### src/gfsm_pkg.sv
// shared constants for the general-purpose pin function multiplexer
package gfsm_pkg;
  localparam int GFSM_NUM_PINS = 5;
  localparam int GFSM_FN_W = 7;
  localparam int GFSM_NUM_SRC = 40;
  // function codes
  localparam logic [6:0] FN_NONE = 7'h00;
  localparam logic [6:0] FN_LOGIC = 7'h01;
  localparam logic [6:0] FN_IRQ_A = 7'h02;
  localparam logic [6:0] FN_IRQ_B = 7'h03;
  localparam logic [6:0] FN_DCLK = 7'h04;
  localparam logic [6:0] FN_LOOP_A_CLK = 7'h05;
  localparam logic [6:0] FN_LOOP_B_CLK = 7'h06;
  localparam logic [6:0] FN_SPDIF = 7'h07;
  localparam logic [6:0] FN_PWM_A = 7'h08;
  localparam logic [6:0] FN_PWM_B = 7'h09;
  localparam logic [6:0] FN_SYS_UNDER = 7'h0A;
  localparam logic [6:0] FN_ASY_UNDER = 7'h0B;
  localparam logic [6:0] FN_LOOP_A_LOCK = 7'h0C;
  localparam logic [6:0] FN_LOOP_B_LOCK = 7'h0D;
  localparam logic [6:0] FN_LOOP_A_OK = 7'h0F;
  localparam logic [6:0] FN_LOOP_B_OK = 7'h10;
  localparam logic [6:0] FN_HP_DET = 7'h12;
  localparam logic [6:0] FN_MIC_DET = 7'h13;
  localparam logic [6:0] FN_WSEQ_DONE = 7'h15;
  localparam logic [6:0] FN_CIF_ERR = 7'h16;
  localparam logic [6:0] FN_RC_A_LOCK = 7'h1A;
  localparam logic [6:0] FN_RC_B_LOCK = 7'h1B;
  localparam logic [6:0] FN_RC_CFG_ERR = 7'h1C;
  localparam logic [6:0] FN_DYN_SIG = 7'h1D;
  localparam logic [6:0] FN_DYN_CLIP = 7'h1E;
  localparam logic [6:0] FN_DYN_DECAY = 7'h1F;
  localparam logic [6:0] FN_DYN_GATE = 7'h20;
  localparam logic [6:0] FN_DYN_QREL = 7'h21;
  localparam logic [6:0] FN_MIX_DROP = 7'h27;
  // reset values
  localparam logic [6:0] FN_RESET = FN_LOGIC;
  localparam logic DIR_RESET = 1'b1;
  localparam logic LVL_RESET = 1'b0;
  localparam logic POL_RESET = 1'b0;
  localparam logic ODR_RESET = 1'b0;
  // default subset for the fifth pin, one bit per code below 40h (arbitrary choice)
  localparam logic [63:0] PIN5_CODE_MASK = 64'h0000_0080_3F0F_F7FF;
  // accessory pulse timing
  localparam int CLK_PERIOD_NS = 10;
  localparam int MIC_PULSE_NS = 31000;
  localparam int MIC_PULSE_CYC = MIC_PULSE_NS / CLK_PERIOD_NS;
  localparam int MIC_CNT_W = 12;
endpackage

### src/gfsm_mux.sv
// per-pin function multiplexer for the five general-purpose pins
//
// Overview of operation
// - each of five pins has its own code; the code alone picks its source
// - pins one to four take all codes; fifth pin a reduced subset
// - code 01h drives the level bit as output; input is a level input
// - codes 02h and 03h drive the first and second interrupt lines
// - code 04h drives the derived clock from the system clock
// - codes 05h and 06h drive the two locked-loop clock outputs
// - 07h drives the S/PDIF output; 08h and 09h the two PWM outputs
// - 0Ah and 0Bh show system and asynchronous clock underclock errors
// - 0Ch and 0Dh show lock of the two locked loops
// - 0Fh and 10h show that the two loop clock outputs are active
// - 12h is high once headphone detection has completed
// - 13h emits one 31 us pulse per microphone accessory event that arrives while no pulse runs
// - 15h emits a short pulse when the write sequencer finishes all
// - 16h is high while a control interface address error is flagged
// - 1Ah and 1Bh show lock of the two rate converters
// - 1Ch is high while the rate converter configuration is in error
// - 1Dh is high while the dynamics signal threshold is exceeded
// - 1Eh and 1Fh show dynamics anti-clip and decay activity
// - 20h is high while the dynamics noise gate is active
// - 21h is high while the dynamics quick release is active
// - 27h shows a sample dropped in the core mixers
// - direction bit clear makes an output, set makes an input
// - polarity bit set inverts the selected source of an output pin
// - drive type bit clear is push-pull, set is open drain
`timescale 1ns/1ps
module gfsm_mux
  import gfsm_pkg::*;
#(
  parameter int NP = GFSM_NUM_PINS,
  parameter logic [63:0] P5_MASK = PIN5_CODE_MASK
) (
  input wire logic sys_clk,                          // system clock
  input wire logic rst_b,                            // async reset, active low
  input wire logic cfg_we,                           // config write strobe
  input wire logic [2:0] cfg_pin,                    // pin index 0..4
  input wire logic [6:0] cfg_pin_function_code,      // function code
  input wire logic cfg_pin_direction_bit,            // 1 input, 0 output
  input wire logic cfg_pin_level_bit,                // output level
  input wire logic cfg_output_polarity_bit,          // 1 inverts
  input wire logic cfg_output_drive_type_bit,        // 1 open drain
  input wire logic first_interrupt_line,             // interrupt line a
  input wire logic second_interrupt_line,            // interrupt line b
  input wire logic derived_clock_output,             // derived clock
  input wire logic first_locked_loop_clk,            // loop a clock
  input wire logic second_locked_loop_clk,           // loop b clock
  input wire logic spdif_out,                        // S/PDIF stream
  input wire logic pwm_a,                            // pwm a
  input wire logic pwm_b,                            // pwm b
  input wire logic system_clock_underclk,            // sys underclock
  input wire logic asynchronous_clock_underclk,      // async underclock
  input wire logic first_locked_loop_lock,           // loop a lock
  input wire logic second_locked_loop_lock,          // loop b lock
  input wire logic first_locked_loop_ok,             // loop a clock ok
  input wire logic second_locked_loop_ok,            // loop b clock ok
  input wire logic hp_detect_done,                   // headphone detect done
  input wire logic mic_accessory_detect_evt,         // accessory event pulse
  input wire logic wseq_all_done,                    // sequencer done pulse
  input wire logic cif_addr_err,                     // control addr error
  input wire logic first_rate_converter_lock,        // rc a lock
  input wire logic second_rate_converter_lock,       // rc b lock
  input wire logic async_rate_converter_cfg_err,     // rc config error
  input wire logic first_dynamics_processor_sig,     // signal detect
  input wire logic first_dynamics_processor_clip,    // anti-clip active
  input wire logic first_dynamics_processor_decay,   // decay active
  input wire logic first_dynamics_processor_gate,    // noise gate active
  input wire logic first_dynamics_processor_qrel,    // quick release active
  input wire logic mixer_drop,                       // mixer dropped sample
  input wire logic [NP-1:0] pin_in,                  // pad input levels
  output logic [NP-1:0] pin_out,                     // pad output value
  output logic [NP-1:0] pin_oe,                      // pad output enable
  output logic [NP-1:0] pin_in_level,                // sampled input level
  output logic [6:0] pin_function_code_rd [NP]       // current codes
);
  logic [6:0] fn_q [NP];
  logic [NP-1:0] dir_q;
  logic [NP-1:0] lvl_q;
  logic [NP-1:0] pol_q;
  logic [NP-1:0] odr_q;
  logic mic_pulse;
  logic wseq_q;
  logic [NP-1:0] sel_valid;
  logic [NP-1:0] sel_src;
  logic [NP-1:0] out_d;
  logic [NP-1:0] out_q;
  logic [NP-1:0] oe_d;
  logic [NP-1:0] oe_q;
  logic [NP-1:0] in_q;

  // accessory event stretched to a fixed-width pulse
  gfsm_pulse_stretch #(
    .LEN(MIC_PULSE_CYC),
    .CW(MIC_CNT_W)
  ) u_mic_pulse (
    .sys_clk(sys_clk),
    .rst_b(rst_b),
    .trig(mic_accessory_detect_evt),
    .pulse(mic_pulse)
  );

  // sequencer completion registered, delayed by one cycle
  always_ff @(posedge sys_clk or negedge rst_b) begin
    if (!rst_b) begin
      wseq_q <= 1'b0;
    end else begin
      wseq_q <= wseq_all_done;
    end
  end

  genvar g;
  generate
    for (g = 0; g < NP; g++) begin : g_pin
      // per-pin configuration fields
      always_ff @(posedge sys_clk or negedge rst_b) begin
        if (!rst_b) begin
          fn_q[g] <= FN_RESET;
          dir_q[g] <= DIR_RESET;
          lvl_q[g] <= LVL_RESET;
          pol_q[g] <= POL_RESET;
          odr_q[g] <= ODR_RESET;
        end else if (cfg_we && cfg_pin == 3'(g)) begin
          fn_q[g] <= cfg_pin_function_code;
          dir_q[g] <= cfg_pin_direction_bit;
          lvl_q[g] <= cfg_pin_level_bit;
          pol_q[g] <= cfg_output_polarity_bit;
          odr_q[g] <= cfg_output_drive_type_bit;
        end
      end

      // source selection by code
      always_comb begin
        sel_valid[g] = 1'b1;
        sel_src[g] = 1'b0;
        unique case (fn_q[g])
          FN_LOGIC: sel_src[g] = lvl_q[g];
          FN_IRQ_A: sel_src[g] = first_interrupt_line;
          FN_IRQ_B: sel_src[g] = second_interrupt_line;
          FN_DCLK: sel_src[g] = derived_clock_output;
          FN_LOOP_A_CLK: sel_src[g] = first_locked_loop_clk;
          FN_LOOP_B_CLK: sel_src[g] = second_locked_loop_clk;
          FN_SPDIF: sel_src[g] = spdif_out;
          FN_PWM_A: sel_src[g] = pwm_a;
          FN_PWM_B: sel_src[g] = pwm_b;
          FN_SYS_UNDER: sel_src[g] = system_clock_underclk;
          FN_ASY_UNDER: sel_src[g] = asynchronous_clock_underclk;
          FN_LOOP_A_LOCK: sel_src[g] = first_locked_loop_lock;
          FN_LOOP_B_LOCK: sel_src[g] = second_locked_loop_lock;
          FN_LOOP_A_OK: sel_src[g] = first_locked_loop_ok;
          FN_LOOP_B_OK: sel_src[g] = second_locked_loop_ok;
          FN_HP_DET: sel_src[g] = hp_detect_done;
          FN_MIC_DET: sel_src[g] = mic_pulse;
          FN_WSEQ_DONE: sel_src[g] = wseq_q;
          FN_CIF_ERR: sel_src[g] = cif_addr_err;
          FN_RC_A_LOCK: sel_src[g] = first_rate_converter_lock;
          FN_RC_B_LOCK: sel_src[g] = second_rate_converter_lock;
          FN_RC_CFG_ERR: sel_src[g] = async_rate_converter_cfg_err;
          FN_DYN_SIG: sel_src[g] = first_dynamics_processor_sig;
          FN_DYN_CLIP: sel_src[g] = first_dynamics_processor_clip;
          FN_DYN_DECAY: sel_src[g] = first_dynamics_processor_decay;
          FN_DYN_GATE: sel_src[g] = first_dynamics_processor_gate;
          FN_DYN_QREL: sel_src[g] = first_dynamics_processor_qrel;
          FN_MIX_DROP: sel_src[g] = mixer_drop;
          default: sel_valid[g] = 1'b0;
        endcase
        // fifth pin only honours its subset
        if (g == NP - 1 && fn_q[g][6] == 1'b0 && !P5_MASK[fn_q[g][5:0]]) begin
          sel_valid[g] = 1'b0;
        end
        if (g == NP - 1 && fn_q[g][6] == 1'b1) begin
          sel_valid[g] = 1'b0;
        end
      end

      // pad drive: polarity, direction and drive type
      always_comb begin
        out_d[g] = 1'b0;
        oe_d[g] = 1'b0;
        if (!dir_q[g] && sel_valid[g]) begin
          if (odr_q[g]) begin
            out_d[g] = 1'b0;
            oe_d[g] = ~(sel_src[g] ^ pol_q[g]);
          end else begin
            out_d[g] = sel_src[g] ^ pol_q[g];
            oe_d[g] = 1'b1;
          end
        end
      end

      // registered pad outputs and input level
      always_ff @(posedge sys_clk or negedge rst_b) begin
        if (!rst_b) begin
          out_q[g] <= 1'b0;
          oe_q[g] <= 1'b0;
          in_q[g] <= 1'b0;
        end else begin
          out_q[g] <= out_d[g];
          oe_q[g] <= oe_d[g];
          in_q[g] <= pin_in[g];
        end
      end

      assign pin_function_code_rd[g] = fn_q[g];

    end
  endgenerate

  assign pin_out = out_q;
  assign pin_oe = oe_q;
  assign pin_in_level = in_q;

  // helper: cycles the accessory pulse has been high so far
  logic [MIC_CNT_W-1:0] mic_len_q;
  always_ff @(posedge sys_clk or negedge rst_b) begin
    if (!rst_b) begin
      mic_len_q <= '0;
    end else if (mic_pulse) begin
      mic_len_q <= mic_len_q + 1'b1;
    end else begin
      mic_len_q <= '0;
    end
  end
endmodule

### src/gfsm_pulse_stretch.sv
// one-shot stretcher: fixed-length pulse per trigger seen while idle
`timescale 1ns/1ps
module gfsm_pulse_stretch
  import gfsm_pkg::*;
#(
  parameter int LEN = MIC_PULSE_CYC,
  parameter int CW = MIC_CNT_W
) (
  input wire logic sys_clk,   // system clock
  input wire logic rst_b,     // async reset, active low
  input wire logic trig,      // one-cycle trigger
  output logic pulse          // stretched pulse
);
  logic [CW-1:0] cnt_q;

  // load on trigger while at zero, count down to zero
  always_ff @(posedge sys_clk or negedge rst_b) begin
    if (!rst_b) begin
      cnt_q <= '0;
    end else if (trig && cnt_q == '0) begin
      cnt_q <= CW'(LEN);
    end else if (cnt_q != '0) begin
      cnt_q <= cnt_q - 1'b1;
    end
  end

  assign pulse = (cnt_q != '0);
endmodule

### config.mk
export PLATFORM = sky130hd
export DESIGN_NAME = gfsm_mux
export DESIGN_NICKNAME = d
export VERILOG_FILES = /design/src/gfsm_pkg.sv /design/src/gfsm_mux.sv /design/src/gfsm_pulse_stretch.sv
export SDC_FILE = /design/constraint.sdc
export NUM_CORES = 1
export LEC_CHECK = 0
export BUFFER_PORTS_ARGS = -buffer_cell sky130_fd_sc_hd__buf_2
export CAP_MARGIN = 10
export CORE_ASPECT_RATIO = 0.5
export CORE_MARGIN = 1.5
export CORE_UTILIZATION = 30
export CTS_CLUSTER_DIAMETER = 120
export DETAILED_ROUTE_END_ITERATION = 10
export PLACE_DENSITY_LB_ADDON = 0.12
export SYNTH_ARGS = -nofsm -noshare
export SYNTH_HDL_FRONTEND = slang
export SYNTH_HIERARCHICAL = 1
export SYNTH_SLANG_ARGS = --single-unit
### constraint.sdc
create_clock -name sys_clk -period 4.1 [get_ports sys_clk]
set_input_delay 0.41 -clock sys_clk [delete_from_list [all_inputs] [get_ports sys_clk]]
set_output_delay 0.41 -clock sys_clk [all_outputs]
set_load 0.05 [all_outputs]
After elaboration in Yosys (flattened, before gate mapping)
Memories as Yosys holds them, arrays and structs flattened.
Cells that the tools add are included.
W data, S select, Z words.
- logic and storage cells: 262
- bits in read-only memories: 64
- bits in registers: 83
- memories kept: 1
- input port bits: 49
- memory list (memory ; words ; bits a word ; read ports ; clocked after Yosys merged registers in ; write ports ; RTL line ; RTL):
    (no name shown) ; 64 ; 1 ; 1 ; 0 ; 0 ; gfsm_mux.sv:168 ; if (g == NP - 1 && fn_q[g][6] == 1'b0 && !P5_MASK[fn_q[g][5:0]]) begin
- $add $sub $neg: 1
- magnitude comparators: 1
- eq/ne operators: 144
- muxes and demuxes: 35
- reduce and logical (&&, ||, !) cells: 27
- bitwise gates (word level): 11
- operator list (operator ; count):
    $eq A7 B5 Y1 const B ; 55
    $eq A7 B4 Y1 const B ; 35
    $eq A7 B3 Y1 const B ; 20
    $pmux W1 S28 ; 5
    $reduce_or A28 Y1 ; 5
    $eq A7 B6 Y1 const B ; 15
    $eq A7 B2 Y1 const B ; 10
    $eq A7 B1 Y1 const B ; 5
    $mux W1 ; 28
    $mux W12 ; 2
    $logic_and A1 B1 Y1 ; 12
    $logic_not A12 Y1 ; 1
    $reduce_bool A12 Y1 ; 1
    $sub A12 B1 Y12 const B ; 1
    $lt A6 B7 Y1 const B ; 1
    $eq A3 B2 Y1 const B ; 2
    $logic_not A1 Y1 ; 6
    $not A1 Y1 ; 6
    $xor A1 B1 Y1 ; 5
    $eq A3 B1 Y1 const B ; 1
    $eq A3 B3 Y1 const B ; 1
    $logic_not A3 Y1 ; 1
    $reduce_bool A2 Y1 ; 1

Longest topological paths before layout
- depth in word-level cells: 8
- gate-level depth with buffers: 12

By module
Netlist, hierarchy kept.
- modules (own cells, without submodules) (module ; sequential area each (um^2) ; cells each ; area each (um^2) ; times used):
    gfsm_mux ; 1789.2 ; 610 ; 5514.0 ; 1
    gfsm_pulse_stretch ; 300.3 ; 66 ; 678.2 ; 1

Least setup slack after synthesis
Ideal clock, no wire load.
- path kind: register to register
- start point: register u_mic_pulse.cnt_q[0]
- end point: register oe_q[3] (netlist: pin_oe[3])
- setup time: 0.082 ns
- path buffers: 1
- path slack: 1.331 ns
- arrival time: 2.687 ns
- cell stages (with the launch flop): 13
- cell sequence: dfrtp_1 -> inv_1 -> ha_1 -> or4b_1 -> buf_6 -> nor3_4 -> inv_1 -> mux2i_1 -> nor3_1 -> o311ai_0 -> nand4_1 -> or3_1 -> a31oi_1
- longest elaborated chain between the ends: 6
- ends and longest elaborated chain (element ; RTL line ; RTL):
    from (decl) ; gfsm_pulse_stretch.sv:14 ; logic [CW-1:0] cnt_q;
    from (signal assigned) ; gfsm_pulse_stretch.sv:21 ; cnt_q <= CW'(LEN);
    from (signal assigned) ; gfsm_pulse_stretch.sv:23 ; cnt_q <= cnt_q - 1'b1;
    $reduce_bool A12 Y1 ; gfsm_pulse_stretch.sv:27 ; assign pulse = (cnt_q != '0);
    via mic_pulse ; gfsm_mux.sv:82 ; logic mic_pulse;
    $pmux W1 S28 ; gfsm_mux.sv:136 ; unique case (fn_q[g])
    $xor A1 B1 Y1 ; gfsm_mux.sv:183 ; oe_d[g] = ~(sel_src[g] ^ pol_q[g]);
    $not A1 Y1 ; gfsm_mux.sv:183 ;
    $mux W1 ; gfsm_mux.sv:181 ; if (odr_q[g]) begin
    $mux W1 ; gfsm_mux.sv:180 ; if (!dir_q[g] && sel_valid[g]) begin
    via oe_d[3] ; gfsm_mux.sv:88 ; logic [NP-1:0] oe_d;
    to (signal, indexed assignment) ; gfsm_mux.sv:199 ; oe_q[g] <= oe_d[g];
    to (decl) ; gfsm_mux.sv:89 ; logic [NP-1:0] oe_q;
The timed path passes the listed nets, and every way through them passes these cells.
A chain may end at the register's enable or synchronous reset.

Worst setup path in the final report
- start point: register u_mic_pulse.cnt_q[0]
- end point: register out_q[3] (netlist: pin_out[3])
- longest elaborated chain between the ends: 5
- ends and longest elaborated chain (element ; RTL line ; RTL):
    $reduce_bool A12 Y1 ; gfsm_pulse_stretch.sv:27 ;
    via mic_pulse ; gfsm_mux.sv:82 ;
    $pmux W1 S28 ; gfsm_mux.sv:136 ;
    $xor A1 B1 Y1 ; gfsm_mux.sv:185 ; out_d[g] = sel_src[g] ^ pol_q[g];
    $mux W1 ; gfsm_mux.sv:181 ;
    $mux W1 ; gfsm_mux.sv:180 ;
    via out_d[3] ; gfsm_mux.sv:86 ; logic [NP-1:0] out_d;
    to (signal, indexed assignment) ; gfsm_mux.sv:198 ; out_q[g] <= out_d[g];
    to (decl) ; gfsm_mux.sv:87 ; logic [NP-1:0] out_q;
The timed path passes the listed nets, and every way through them passes these cells.

==> flow_summary.toml <==
[status]
status = "complete, no violations"

[synth]
yosysTopAreaCell = "dfrtp_1"
synth_edf_count = 0
synth-seq-cells = 83
synth_warnings = 6
synth_cells = 676
async_flop_share_pct = 100
ys.flop_type = "dfrtp_1"
synth_top_area_share_pct = 29.5
ys_types = 80
syn_avg_cell_area_um2 = 9.16
synth_seq_area_share_pct = 33.7
synth_area_leaders = "dfrtp_1, mux2_2, dfstp_2, mux2i_1, nand2_1"
synthesis.nets = 727
syn_area_mm2 = 0.00619

[sta]
fin_crit_ns = 3.51
final_max_slew_viol_count = 0
finalHoldViolCount = 0
grt_setup_unrepaired = "no"
max_freq_mhz = 285
worst_slew_pin_slew_ns = 1.12
tns_ns = 0
skew_ns = 0.00755
max-slew-margin-rel_pct = 25.2
fin_crit_sh_pct = 85.6
setup_viol_count_final = 0

[cts]
cts.sinks = 83
cts_buffers = 9
clk_pin_slew_worst_paths_ns = 0.07
cts_resized = 0
postCtsSetupRepairBufs = 0
cts_tree = "built"
cts.path.max_buffers = 2
clk_latency_ns = 0.36
h-tree-depth = 3
ctsHoldBuffers = 0
cts_root_buffer = "clkbuf_16"

[place]
port_buffers = 98
place_congestion = 0.849
dp.final_hpwl_um = 14900

[critical_path]
start_kind = "flop"
worst_ep_required_time_ns = 4.33
startpoint = "u_mic_pulse/cnt_q[0]$_DFFE_PN0P_"
cp.arrival_ns = 3.74
worst_setup_path_end_kind = "flop"
rr_startpoint = "u_mic_pulse/cnt_q[0]$_DFFE_PN0P_"
crit_path_max_fanout = 7
crit_type = "flop to flop"

[floorplanning]
initial_core_util_pct = 31.2
row_count = 36
ios = 99
die_h_um = 105
die_x_um = 206
core_mm2 = 0.0198
die_area_mm2 = 0.0216

[finish]
utilization_pct = 35.6
final_nets = 777
area_growth_pct = 13.9
final_common_cell = "buf_2"
nFillCells = 2058
final_cell_mix = "buf_2, dfrtp_1, mux2_2"
drive_gt1_share_pct = 27.8
diodes = 0

[power_and_ir_drop]
powerDensity_mw_per_mm2 = 548
ir_worst_vdd_v = 0.000172
power_w = 0.00386
total_leakage_power_nw = 2.82

[grt]
grt_max_degree = 47
grt_pass1_vias = 5408
grt_pass1_wl_um = 33800
grt_overflow = 0
antenna_found_initial = 1
groute.usage.overall_pct = 21.0

[route]
routed_via_density = 5.77
antenna_left = 0
drt-pass1-iter-count = 7
drt_iter0_drc = 618
drc = 0
wl_um = 22100
routedWlPerCell_um = 22.2
via_count = 5748

[job]
maxCapViolations = 0

[worst_hold_path]
hold_class = "primary input to async pin"
kinds of logic (layout without fill, tap and decap cells):
logic type | after synthesis | in the layout | synth area share [%]
adders and majority gates | 2 | 2 | 0.404
AOI/OAI and AO/OA | 158 | 158 | 18.2
and+or+nand+nor | 276 | 276 | 27.8
muxes | 74 | 74 | 13.3
DFF | 83 | 83 | 33.7
xor gates and xnor gates | 7 | 7 | 0.990
buffers and inverters | 76 | 131 | 5.64
metal layers:
metal	track usage, %	share of wire (%)
met1	31.1	48
met2	30.9	44
met3	3.56	5.4
met4	6.06	1.9
met5	0	0
flip-flops by register name, summed over array words and instances, names as in the netlist:
name,cells
pin_function_code_rd,35
u_mic_pulse/cnt_q,12
dir_q,5
lvl_q,5
odr_q,5
pin_in_level,5
pin_oe,5
pin_out,5
pol_q,5
wseq_q,1
synth_stat cells, types with 6 or more instances:
cell type / instances
a211oi_1: 7
a21oi_1: 14
a31oi_1: 23
and3_1: 8
and3b_1: 8
and4b_1: 6
buf_2: 23
clkbuf_1: 29
dfrtp_1: 73
dfstp_2: 10
inv_1: 16
mux2_2: 54
mux2i_1: 19
nand2_1: 43
nand2b_1: 20
nand3_1: 15
nand3b_1: 21
nand4_1: 15
nand4b_1: 11
nor2_1: 33
nor2b_1: 15
nor3_1: 16
nor3b_1: 11
nor4_1: 15
nor4b_1: 6
nor4bb_1: 6
o211ai_1: 7
o21ai_0: 28
o22ai_1: 7
layout make-up:
class,count,area [um2],share of cell area (%)
Clock inverter,5,62.6,0.887
Clock buffer,11,233,3.30
Tap cell,266,333,4.72
Multi-Input combinational cell,517,3770,53.5
Sequential cell,83,2090,29.6
Timing Repair Buffer,99,500,7.10
Inverter,16,60.1,0.852
critical path, stage by stage, from the launching register on:
cell and delay [ns]:
dfrtp_1 0.41, inv_1 0.10, ha_1 0.14, or4b_1 0.62, nor3_4 0.35, inv_1 0.27, mux2i_1 0.21, nor3_1 0.07
o311ai_0 0.40, nand4_1 0.21, o21ai_0 0.25, nor4b_1 0.34
through the flow:
stage                     cells  area [um2]  worst slack, ns  hold slack, ns
final                       997        7050            0.591          0.0703
after global routing        997        7050            0.331           0.114
after CTS                   997        7050            0.594          0.0865
after detailed placement    981        6760            0.631           0.449
after global placement      981        6760            0.892           0.448
after floorplan             676        6190             1.33           0.114
power by group:
| group | switching [W] | internal (W) |
|---|---|---|
| Clock | 0.000380 | 0.000477 |
| Sequential | 0.000489 | 0.00103 |
| Combinational | 0.000898 | 0.000592 |
path summary, 6_finish.rpt:
check	cells after the start	end	slack, ns
worst min register to register	1	pin_out[1]$_DFF_PN0_	0.45
worst min-delay path	1	pin_in_level[4]$_DFF_PN0_	0.07
worst max-delay path	11	pin_out[3]$_DFF_PN0_	0.59
worst max register to register	11	pin_out[3]$_DFF_PN0_	0.59
max in group asynchronous	2	pin_function_code_rd[28]$_DFFE_PN1P_	3.02
min in group sys_clk	1	pin_in_level[3]$_DFF_PN0_	0.15
Note: power is estimated with default switching activity, not from simulation.
